**config.mk**
```make
export PLATFORM = sky130hd
export DESIGN_NAME = core_seq
export DESIGN_NICKNAME = d
export VERILOG_FILES = /design/src/pkg/core_pkg.sv /design/src/rtl/core_alu.sv /design/src/rtl/core_dmem.sv /design/src/rtl/core_seq.sv
export VERILOG_INCLUDE_DIRS = /design/src /design/src/pkg
export SDC_FILE = /design/constraint.sdc
export NUM_CORES = 1
export LEC_CHECK = 0
export BUFFER_PORTS_ARGS = -buffer_cell sky130_fd_sc_hd__buf_4
export CORE_AREA = 2 2 204 206
export DETAILED_ROUTE_END_ITERATION = 8
export DIE_AREA = 0 0 206 208
export PLACE_DENSITY = 0.7
export SETUP_SLACK_MARGIN = 0.15
export SLEW_MARGIN = 20
export SYNTH_ARGS = -nofsm -noshare
export SYNTH_HDL_FRONTEND = slang
export SYNTH_SLANG_ARGS = --single-unit
export TNS_END_PERCENT = 10
```
**constraint.sdc**
```tcl
create_clock -name clk_sys -period 4.55 [get_ports clk_sys]
set_input_delay 0.455 -clock clk_sys [delete_from_list [all_inputs] [get_ports clk_sys]]
set_output_delay 0.455 -clock clk_sys [all_outputs]
set_load 0.01 [all_outputs]
```
**src/pkg/core_regs.svh**
```systemverilog
// field positions, opcodes, addresses and reset values of the core
`ifndef CORE_REGS_SVH
`define CORE_REGS_SVH
// four clocks per instruction cycle: fetch, latch, spare, execute
`define PH_FETCH   2'h0
`define PH_LATCH   2'h1
`define PH_LAST    2'h3
`define PH_STEP    2'h1
`define RESET_VEC  10'h000
`define TBL_PAGE   2'h3
`define PC_STEP    10'h001
// data memory
`define ADDR_PCL   8'h02
`define DM_AW      5
`define DM_WORDS   32
`define DM_RST     8'h00
// instruction fields
`define F_OP       15:12
`define F_FN       11:8
`define F_BIT      10:8
`define F_ARG      7:0
`define F_TGT      9:0
// opcode classes
`define OP_MISC    4'h0
`define OP_JMP     4'h1
`define OP_CALL    4'h2
`define OP_ALU_A   4'h3
`define OP_ALU_M   4'h4
`define OP_ALU_X   4'h5
`define OP_LD_A    4'h6
`define OP_ST_M    4'h7
`define OP_LD_X    4'h8
`define OP_BSET    4'h9
`define OP_BCLR    4'hA
`define OP_SKB0    4'hB
`define OP_SKB1    4'hC
`define OP_SKZ     4'hD
`define MI_RET     4'h1
`define MI_INTERRUPT_EXIT    4'h2
`define MI_TBL     4'h3
// register port
`define RA_CTRL    4'h0
`define RA_ACC     4'h1
`define RA_PC      4'h2
`define RA_FLAG    4'h3
`define RA_TBLH    4'h4
`define CTRL_RUN   0
`define CTRL_RST   1'b1
`endif

```
**src/pkg/core_pkg.sv**
```systemverilog
// types shared by the core files
package core_pkg;
   typedef enum logic [3:0] {
      FN_ADD, FN_ADC, FN_SUB, FN_SBC, FN_AND, FN_OR, FN_XOR, FN_CPL,
      FN_INC, FN_DEC, FN_RR, FN_RL, FN_RRC, FN_RLC, FN_PASS, FN_NONE
   } alu_fn_t;
   // gray path boot -> run -> table -> run
   typedef enum logic [1:0] {
      ST_BOOT  = 2'b00,
      ST_RUN   = 2'b01,
      ST_TABLE = 2'b11
   } state_t;
   typedef struct packed {
      logic z;
      logic c;
      logic ac;
      logic ov;
   } flags_t;
   typedef struct packed {
      logic [7:0] res;
      flags_t     f;
      flags_t     upd;
   } alu_out_t;
   typedef struct packed {
      logic       rd;
      logic [9:0] addr;
   } pm_req_t;
endpackage

```
**src/rtl/core_alu.sv**
```systemverilog
// 8-bit arithmetic, logic and rotate unit
`timescale 1ns/10ps
`default_nettype none
module core_alu
(
   input  wire core_pkg::alu_fn_t fn,
   input  wire logic [7:0]        a,
   input  wire logic [7:0]        b,
   input  wire logic              cin,
   output core_pkg::alu_out_t     o
);
   import core_pkg::*;
   logic [8:0] sum;   // full add or subtract
   logic [4:0] half;  // low nibble for half carry
   logic       ci;    // carry or borrow in
   logic       sub;   // subtract family

   // one result and flag set per function
   always_comb
   begin
      o = '0;
      sub = (fn == FN_SUB) || (fn == FN_SBC);
      ci = ((fn == FN_ADC) || (fn == FN_SBC)) ? cin : 1'b0;
      if (sub)
      begin
         sum = {1'b0, a} - {1'b0, b} - {8'h00, ci};
         half = {1'b0, a[3:0]} - {1'b0, b[3:0]} - {4'h0, ci};
      end
      else
      begin
         sum = {1'b0, a} + {1'b0, b} + {8'h00, ci};
         half = {1'b0, a[3:0]} + {1'b0, b[3:0]} + {4'h0, ci};
      end
      case (fn)
         FN_ADD, FN_ADC, FN_SUB, FN_SBC:
         begin
            o.res = sum[7:0];
            o.f.c = sum[8];
            o.f.ac = half[4];
            o.f.ov = sub ? (a[7] != b[7]) && (sum[7] != a[7])
                         : (a[7] == b[7]) && (sum[7] != a[7]);
            o.upd = '{1'b1, 1'b1, 1'b1, 1'b1};
         end
         FN_AND:  begin o.res = a & b; o.upd.z = 1'b1; end
         FN_OR:   begin o.res = a | b; o.upd.z = 1'b1; end
         FN_XOR:  begin o.res = a ^ b; o.upd.z = 1'b1; end
         FN_CPL:  begin o.res = ~b; o.upd.z = 1'b1; end
         FN_INC:  begin o.res = b + 8'h01; o.upd.z = 1'b1; end
         FN_DEC:  begin o.res = b - 8'h01; o.upd.z = 1'b1; end
         FN_RR:   o.res = {b[0], b[7:1]};
         FN_RL:   o.res = {b[6:0], b[7]};
         FN_RRC:  begin o.res = {cin, b[7:1]}; o.f.c = b[0]; o.upd.c = 1'b1; end
         FN_RLC:  begin o.res = {b[6:0], cin}; o.f.c = b[7]; o.upd.c = 1'b1; end
         FN_PASS: o.res = b;
         default: o.res = a;
      endcase
      o.f.z = (o.res == 8'h00);
   end
endmodule
`default_nettype wire

```
**src/rtl/core_dmem.sv**
```systemverilog
// flip-flop data memory, combinational read
`timescale 1ns/10ps
`default_nettype none
`include "core_regs.svh"
module core_dmem
(
   input  wire logic                clk_sys,
   input  wire logic                reset,
   input  wire logic                we,
   input  wire logic [`DM_AW-1:0]   idx,
   input  wire logic [7:0]          wdata,
   output logic      [7:0]          rdata
);
   logic [7:0] mem [`DM_WORDS];  // storage words

   // write port, cleared by reset
   always_ff @(posedge clk_sys)
   begin
      if (reset)
      begin
         for (int i = 0; i < `DM_WORDS; i++)
            mem[i] <= `DM_RST;
      end
      else if (we)
         mem[idx] <= wdata;
   end

   assign rdata = mem[idx];
endmodule
`default_nettype wire

```
**src/rtl/core_seq.sv**
```systemverilog
// instruction sequencer and execute stage of the 8-bit core
`timescale 1ns/10ps
`default_nettype none
`include "core_regs.svh"
module core_seq
(
   input  wire logic            clk_sys,
   input  wire logic            reset,
   input  wire logic [3:0]      bus_addr,
   input  wire logic [7:0]      bus_wdata,
   input  wire logic            bus_we,
   input  wire logic            bus_re,
   output logic      [7:0]      bus_rdata,
   output core_pkg::pm_req_t    pm_req,
   input  wire logic [15:0]     pm_data
);
   import core_pkg::*;

   logic [1:0]  ph;         // clock phase in instruction cycle
   logic        run;        // software run enable
   state_t      state;      // sequencer state
   logic [9:0]  pc;         // next fetch address
   logic [15:0] ir;         // instruction being executed
   logic        ir_valid;   // ir holds a live instruction
   logic [15:0] pf;         // prefetched word
   logic [7:0]  acc;        // accumulator
   logic [7:0]  tblh;       // table read high byte
   flags_t      flags;      // z, c, ac, ov
   logic [9:0]  stk [4];    // return stack
   logic [1:0]  sp;         // stack pointer

   logic [3:0]  op;         // opcode class
   alu_fn_t     fn;         // alu function field
   logic [7:0]  arg;        // memory address or immediate
   logic [2:0]  bitidx;     // bit index field
   logic [9:0]  tgt;        // branch target
   logic [7:0]  dm_rdata;   // raw memory read
   logic [7:0]  mem_rd;     // memory read with pc low mapped
   logic [7:0]  opb;        // second alu operand
   logic [7:0]  mask;       // one-hot bit mask
   alu_out_t    alu_o;      // alu answer
   logic        commit;     // execute point of this cycle
   logic        alu_op;     // instruction uses the alu
   logic        is_jmp;     // branch or call
   logic        is_call;    // call
   logic        is_ret;     // return or interrupt return
   logic        is_tbl;     // table read
   logic        skip_op;    // conditional skip
   logic        skip_hit;   // skip test passed
   logic        mem_we;     // data write this cycle
   logic [7:0]  mem_wdata;  // data to write
   logic        pcl_sel;    // address is the pc low byte
   logic        pcl_wr;     // pc low byte written
   logic        xfer;       // flow change this cycle
   logic [9:0]  ret_addr;   // top of return stack
   logic        chk_cout;   // add carry, for checks only

   // one-hot mask for a bit index
   function automatic logic [7:0] bit_mask(input logic [2:0] i);
      bit_mask = 8'h01 << i;
   endfunction

   // field decode
   always_comb
   begin
      op = ir[`F_OP];
      fn = alu_fn_t'(ir[`F_FN]);
      arg = ir[`F_ARG];
      bitidx = ir[`F_BIT];
      tgt = ir[`F_TGT];
      mask = bit_mask(bitidx);
      pcl_sel = (arg == `ADDR_PCL);
      mem_rd = pcl_sel ? pc[7:0] : dm_rdata;
      // two-operand data always meets the accumulator
      opb = (op == `OP_ALU_X) ? arg : mem_rd;
      ret_addr = stk[sp - 2'h1];
   end

   // instruction class decode
   always_comb
   begin
      commit = run && (ph == `PH_LAST) && (state == ST_RUN) && ir_valid;
      alu_op = (op == `OP_ALU_A) || (op == `OP_ALU_M) || (op == `OP_ALU_X);
      is_call = (op == `OP_CALL);
      is_jmp = (op == `OP_JMP) || is_call;
      is_ret = (op == `OP_MISC) && ((ir[`F_FN] == `MI_RET) || (ir[`F_FN] == `MI_INTERRUPT_EXIT));
      is_tbl = (op == `OP_MISC) && (ir[`F_FN] == `MI_TBL);
      skip_op = (op == `OP_SKB0) || (op == `OP_SKB1) || (op == `OP_SKZ);
      case (op)
         `OP_SKB0: skip_hit = !mem_rd[bitidx];
         `OP_SKB1: skip_hit = mem_rd[bitidx];
         `OP_SKZ:  skip_hit = (mem_rd == 8'h00);
         default:  skip_hit = 1'b0;
      endcase
   end

   // data memory write path
   always_comb
   begin
      mem_we = commit;
      case (op)
         `OP_ALU_M: mem_wdata = alu_o.res;
         `OP_ST_M:  mem_wdata = acc;
         `OP_BSET:  mem_wdata = mem_rd | mask;
         `OP_BCLR:  mem_wdata = mem_rd & ~mask;
         default:
         begin
            mem_wdata = mem_rd;
            mem_we = 1'b0;
         end
      endcase
      pcl_wr = mem_we && pcl_sel;
      xfer = commit && (is_jmp || is_ret || pcl_wr);
      chk_cout = ({1'b0, acc} + {1'b0, opb}) > 9'h0FF;
   end

   core_alu u_alu
   (
      .fn  (fn),
      .a   (acc),
      .b   (opb),
      .cin (flags.c),
      .o   (alu_o)
   );

   // pc low byte lives in the sequencer, not in memory
   core_dmem u_dmem
   (
      .clk_sys (clk_sys),
      .reset   (reset),
      .we      (mem_we && !pcl_sel),
      .idx     (arg[`DM_AW-1:0]),
      .wdata   (mem_wdata),
      .rdata   (dm_rdata)
   );

   // phase counter, four clocks per instruction cycle
   always_ff @(posedge clk_sys)
   begin
      if (reset)
         ph <= `PH_FETCH;
      else if (run)
         ph <= ph + `PH_STEP;
   end

   // control register written from the port
   always_ff @(posedge clk_sys)
   begin
      if (reset)
         run <= `CTRL_RST;
      else if (bus_we && (bus_addr == `RA_CTRL))
         run <= bus_wdata[`CTRL_RUN];
   end

   // sequencer state
   always_ff @(posedge clk_sys)
   begin
      if (reset)
         state <= ST_BOOT;
      else if (run && (ph == `PH_LAST))
      begin
         case (state)
            ST_BOOT:  state <= ST_RUN;
            ST_RUN:   state <= (commit && is_tbl) ? ST_TABLE : ST_RUN;
            ST_TABLE: state <= ST_RUN;
            default:  state <= ST_BOOT;
         endcase
      end
   end

   // program counter and instruction register
   always_ff @(posedge clk_sys)
   begin
      if (reset)
      begin
         pc <= `RESET_VEC;
         ir <= '0;
         ir_valid <= 1'b0;
      end
      else if (run && (ph == `PH_LAST) && (state == ST_RUN))
      begin
         if (!ir_valid)
         begin
            // refill after a flush
            ir <= pf;
            ir_valid <= 1'b1;
            pc <= pc + `PC_STEP;
         end
         else if (is_jmp)
         begin
            pc <= tgt;
            ir_valid <= 1'b0;
         end
         else if (is_ret)
         begin
            pc <= ret_addr;
            ir_valid <= 1'b0;
         end
         else if (pcl_wr)
         begin
            pc <= {pc[9:8], mem_wdata};
            ir_valid <= 1'b0;
         end
         else if (skip_hit)
         begin
            // prefetched word is the skipped one
            pc <= pc + `PC_STEP;
            ir_valid <= 1'b0;
         end
         else
         begin
            ir <= pf;
            pc <= pc + `PC_STEP;
         end
      end
   end

   // program memory fetch and prefetch latch
   always_ff @(posedge clk_sys)
   begin
      if (reset)
      begin
         pm_req <= '0;
         pf <= '0;
      end
      else
      begin
         pm_req.rd <= run && (ph == `PH_FETCH) && (state != ST_BOOT);
         // table cycle borrows the fetch slot
         pm_req.addr <= (state == ST_TABLE) ? {`TBL_PAGE, acc} : pc;
         if (pm_req.rd && (state == ST_RUN))
            pf <= pm_data;
      end
   end

   // accumulator and table high byte
   always_ff @(posedge clk_sys)
   begin
      if (reset)
      begin
         acc <= 8'h00;
         tblh <= 8'h00;
      end
      else if (pm_req.rd && (state == ST_TABLE))
      begin
         acc <= pm_data[7:0];
         tblh <= pm_data[15:8];
      end
      else if (commit)
      begin
         case (op)
            `OP_ALU_A, `OP_ALU_X: acc <= alu_o.res;
            `OP_LD_A:             acc <= mem_rd;
            `OP_LD_X:             acc <= arg;
            default:              acc <= acc;
         endcase
      end
   end

   // status flags, only those the function touches
   always_ff @(posedge clk_sys)
   begin
      if (reset)
         flags <= '0;
      else if (commit && alu_op)
      begin
         if (alu_o.upd.z)
            flags.z <= alu_o.f.z;
         if (alu_o.upd.c)
            flags.c <= alu_o.f.c;
         if (alu_o.upd.ac)
            flags.ac <= alu_o.f.ac;
         if (alu_o.upd.ov)
            flags.ov <= alu_o.f.ov;
      end
   end

   // return stack, wraps when over-filled
   always_ff @(posedge clk_sys)
   begin
      if (reset)
      begin
         sp <= 2'h0;
         for (int i = 0; i < 4; i++)
            stk[i] <= `RESET_VEC;
      end
      else if (commit && is_call)
      begin
         stk[sp] <= pc;
         sp <= sp + 2'h1;
      end
      else if (commit && is_ret)
         sp <= sp - 2'h1;
   end

   // register read, data one cycle after the strobe
   always_ff @(posedge clk_sys)
   begin
      if (reset)
         bus_rdata <= 8'h00;
      else if (bus_re)
      begin
         case (bus_addr)
            `RA_CTRL: bus_rdata <= {7'h00, run};
            `RA_ACC:  bus_rdata <= acc;
            `RA_PC:   bus_rdata <= pc[7:0];
            `RA_FLAG: bus_rdata <= {4'h0, flags};
            `RA_TBLH: bus_rdata <= tblh;
            default:  bus_rdata <= 8'h00;
         endcase
      end
      else
         bus_rdata <= 8'h00;
   end
endmodule
`default_nettype wire

```
Word-level counts from Yosys, hierarchy flattened
Memory sizes are Yosys's and may differ from the RTL's. A register that Yosys moved wholly into a read port is not among the register bits.
Cells that the tools add are included.
Storage, ports and cells
  output and inout port bits: 19
  word-level logic and storage cells: 196
  memory bits (writable): 296
  memories kept: 2
  input bits: 32
  bits in registers: 89
Operators by class
  $add $sub $neg: 14
  shift-type cells: 1
  mux-type cells: 56
  bitwise logic cells: 8
  reduce and logical (&&, ||, !) cells: 53
  equal/unequal tests: 43
  $lt $le $gt $ge: 1
Memory list
  u_dmem.mem: depth 32, bits a word 8, rd ports 1, clocked after memory_dff 1, write ports 32, line core_dmem.sv:14  | logic [7:0] mem [`DM_WORDS];
  stk: depth 4, bits a word 10, rd ports 1, clocked after memory_dff 0, write ports 4, line core_seq.sv:29  | logic [9:0] stk [4];
Operator list (number)
  $pmux W8 S12: 1
  $mux W16: 5
  $mux W10: 6
  $eq A4 B4 Y1 const B: 13
  $mux W8: 5
  $pmux W8 S5: 1
  $eq A4 B3 Y1 const B: 9
  $pmux W8 S4: 1
  $eq A4 B2 Y1 const B: 6
  $pmux W8 S3: 1
  $mux W1: 21
  $mux W5: 4
  $reduce_or A10 Y1: 2
  $logic_and A1 B1 Y1: 18
  $and A8 B8 Y8: 2
  $logic_not A8 Y1: 2
  $not A8 Y8: 2
  $or A8 B8 Y8: 2
  $eq A4 B1 Y1 const B: 3
  $logic_not A4 Y1: 3
  $mux W2: 6
  $reduce_and A2 Y1: 6
  $add A10 B1 Y10 const B: 1
  $add A8 B8 Y9: 1
  36 further kinds: 55

Logic depth before layout (Yosys ltp)
  depth after elaboration: 13
  mapped depth: 25

By module
From an unflattened synthesis, not the netlist that was laid out.
Second synthesis, totals
  cells, all modules: 2019
  area total of the unflattened synthesis: 21379.3 µm²
By module, submodules not included
  core_dmem: area each 12047.8 µm², cells each 885, times used 1
  core_seq: area each 7053.0 µm², cells each 814, times used 1
  core_alu: area each 2278.4 µm², cells each 320, times used 1

Worst setup path before layout
OpenSTA, ideal clock, no wires.
  kind: register to register
  start: register with a tool-made name
  end: memory u_dmem.mem[21][6], data pin
  buffers on the path: 5
  stages on the path, launching flop included: 26
  slack: -0.275 ns
  arrival time: 4.561 ns
  library setup time: 0.265 ns
  cells stage by stage: dfxtp_1 > buf_6 > buf_6 > buf_4 > mux2i_1 > a22oi_1 > a21oi_1 > nor4_1 > a221o_1 > buf_4 > inv_1 > fa_1 > inv_1 > fa_1 > a21o_1 > a21oi_1 > o21bai_1 > a21oi_1 > xor2_1 > nor2_1 > a21oi_1 > o32ai_1 > o311a_1 > o31ai_2 > buf_2 > nor2_1
RTL lines (line)
  end, declared: core_dmem.sv:14

==> impl_results.md <==
- Synth Warn #: 0
- WL/cell: about 24 um
- Kind of critical path: flip-flop to flip-flop
- Antenna viol nets, final: 0
- Drt first pass iters: 5
- Worst-case clock buffer depth: 3
- Vias in the first global route: around 17,000
- Fin. Hold Viols: 0
- Worst hold start: bus_wdata[0]
- Design area: approximately 25,000 um^2
- Count of cell types in the netlist: 86
- MaxCap Viol Count: 0
- Final WL: 67,100 um
- CTS root buf: clkbuf_16
- Placed inst area: between 20,000 and 25,000 um^2
- TritonCTS buffer count: 42
- Vias/cell: slightly above 6
- Setup TNS: -95.85 ns
- Row cnt: 74
- ANT cells: 0
- Post-synthesis sequential area ratio: 0.517
- Synth-to-Final Area Change: 21.6%
- Final min period: 5.12 ns
- FMAX: between 150 and 200 MHz
- Max incr delay on CP: about 0.43 ns
- # IOs: 51
- CTS tree: done
- Max-slew headroom: 0.221
- Worst reg2reg path endpoint: u_dmem.mem[2][6]
- Power Total: approximately 0.0077 W
- RSZ-0062 raised after global routing: yes
- Share of layout cells above drive strength 1: 0.236
- Die height: approximately 210 um
- Most frequent cell after synthesis: nor2_1
- Pleak: a little over 9 nW
- Post-synthesis instance total: approximately 2,000
- Power Density: a little over 300 nW/um^2
- Congestion Overflow GR: 0
- Fin util: 0.625
- Gr usage total: 0.310
- Dominant synthesized flop cell: edfxtp_1
- Setup crit end kind: flip-flop
- CORE AREA: a little over 40,000 um^2
- Crit-path slowest cell: dfxtp_4
- HPWL Detailed: 46,100 um
- Largest net degree at the start of global routing: 74
- CTS clk-pin slew, worst paths: about 0.060 ns
- Synth cell count leaders: 368 x nor2_1, 296 x edfxtp_1, 191 x nand2_1
- Placed cells: about 2,700
- Hold buffers post-CTS: 0
- Initial antenna violation count: 0
- Setup slack, reg-to-reg: -0.57 ns
- Worst Path Required: ~4.9 ns
- Worst Hold Path EP: run
- Ys async rst share: 0
- Final setup vio count: 268
- Synth top area share: 0.427
- Slew @ Worst Pin: ~1.2 ns
- Gpl congestion: just over 1
- Failing checks: negative setup slack
- Nets: approximately 2,300
- Synth area leader: edfxtp_1
- Initial core utilization: 0.514
- Top cells by area, synth: edfxtp_1 43%, dfxtp_1 9.0%, mux2i_1 7.4%
- Worst clock skew: ~0.043 ns
- Most used cell along the critical path: a21oi_2
- Status: finished with violations
- Die span in x: roughly 210 um
- Final Max Slew Viols: 0
- Final setup margin: -0.567 ns
- Tcrit/Tclk final: 1.12
- Layout Cells excl Fill: 2,798
- Worst-Skew Late Latency: 0.58 ns
- Synth Register Bits: 390
- Hold path cells: 2
- Max VDD drop: between 0.2 and 0.3 mV
- Post-synthesis average cell area: 10.3 um^2
- Die area: 42,800 um^2
- Worst Path Max Fanout: 8
- CTS Sinks: between 300 and 400
- First-pass GRT wire length: 100,000 um
- H-tree Lvls: 2
- Port Buffers: 43
- WP data arrival: between 5 and 6 ns
- Worst min path class: input pin to flip-flop
- Post-synth net total: around 2,100
- DRC viols: 0
- Worst R2R Path Depth: 25
- Number of flops mapped to enable cells by yosys: ~300
- Mapped cell area: 20,800 um^2
- Crit path launch type: flip-flop
- Vias post-DR: between 15,000 and 20,000
- Initial DRC count: 1,564
==> cells by family (layout without fill, tap and decap cells) <==
| logic type | after synthesis | in the layout | share of synthesized area |
|---|---|---|---|
| AO/OA/AOI/OAI | 387 | 387 | 0.129 |
| adder cells (fa/ha/maj) | 44 | 44 | 0.0282 |
| buffers and inverters | 194 | 431 | 0.0449 |
| AND/OR/NAND/NOR | 813 | 813 | 0.177 |
| XOR/XNOR | 25 | 25 | 0.0105 |
| multiplexers | 176 | 176 | 0.0935 |
| flip-flops | 390 | 390 | 0.517 |
==> where the power goes <==
group          total (W)  internal [W]  switching (W)
Clock            0.00337       0.00195        0.00143
Combinational   0.000416      0.000169       0.000247
Sequential       0.00394       0.00391      0.0000345
Total            0.00773       0.00602        0.00171
==> metrics by stage <==
stage / worst slack, ns / hold slack, ns
floorplan: 0.0857 / 0.433
global route: -0.711 / 0.120
detailed placement: -0.939 / 0.449
global placement: -0.973 / 0.445
finish: -0.567 / 0.128
CTS: -0.532 / 0.109
==> state kept, by name (all words and copies together), names as in the netlist, 4 cells and up, named ones only <==
register / count
flags: 4
bus_rdata: 8
ir: 16
pf: 16
tblh: 8
acc: 8
u_dmem.mem: 256
stk: 40
pc: 10
pm_req: 11
==> cell usage in the layout (no fill, tap or decap), drive strengths merged, types with 6 or more instances in the layout <==
cell type,count
a21oi,114
nor4,13
o21bai,7
nand3,31
nand2b,76
edfxtp,296
a22oi,33
buf,300
nor2,398
o21a,8
xor2,13
a211oi,10
clkinv,11
and2,7
ha,39
mux2i,156
mux4,14
inv,52
a21o,10
xnor2,12
nor3,36
a22o,29
a221oi,29
o22ai,15
and3,12
nor2b,16
dfxtp,94
mux2,6
nand3b,6
or3,8
a311oi,7
nand2,191
clkbuf,63
o21ai,61
==> worst max-delay path, delay by kind of cell (launching register included) <==
kind                     cells  cell delay [ns]
AO/OA/AOI/OAI               11             2.32
buffers and inverters        7             0.90
adder cells (fa/ha/maj)      2             0.56
flip-flops                   1             0.43
multiplexers                 1             0.28
AND/OR/NAND/NOR              3             0.20
XOR/XNOR                     1             0.15
==> metal layers <==
metal	global-route usage	vias to the layer above	part of all wire
li1	-	7710	-
met1	0.388	8330	0.38
met2	0.514	899	0.48
met3	0.0493	219	0.077
met4	0.165	0	0.062
met5	0	-	0
==> repair_timing <==
action / CTS / global route
cloned: 5 / 5
setup endpoints to repair: 275 / 275
gates resized for setup: 69 / 68
pin swaps: 31 / 22
setup buffers: 20 / 1
==> worst max-delay path by stage <==
| stage | startpoint | end | slack [ns] | cells past startpoint |
|---|---|---|---|---|
| 3_5_place_dp | flip-flop | u_dmem.mem[28][5] | -0.94 | 23 |
| 3_3_place_gp | flip-flop | u_dmem.mem[28][5] | -0.97 | 23 |
| 2_1_floorplan | flip-flop | u_dmem.mem[20][5] | 0.09 | 24 |
| 5_1_grt | flip-flop | u_dmem.mem[20][6] | -0.71 | 25 |
| 6_report | flip-flop | u_dmem.mem[2][6] | -0.57 | 25 |
| 4_1_cts | flip-flop | u_dmem.mem[2][5] | -0.53 | 24 |
==> area by class of cell <==
cell class,instances,area (um^2)
clock buffer,59,1190
clock inverter,18,153
fill,3257,15200
inverter,50,188
multi-input combinational,1445,9670
sequential,390,10800
tap,532,666
timing repair buffer,304,2700
Power figures use the tool's default switching activity.
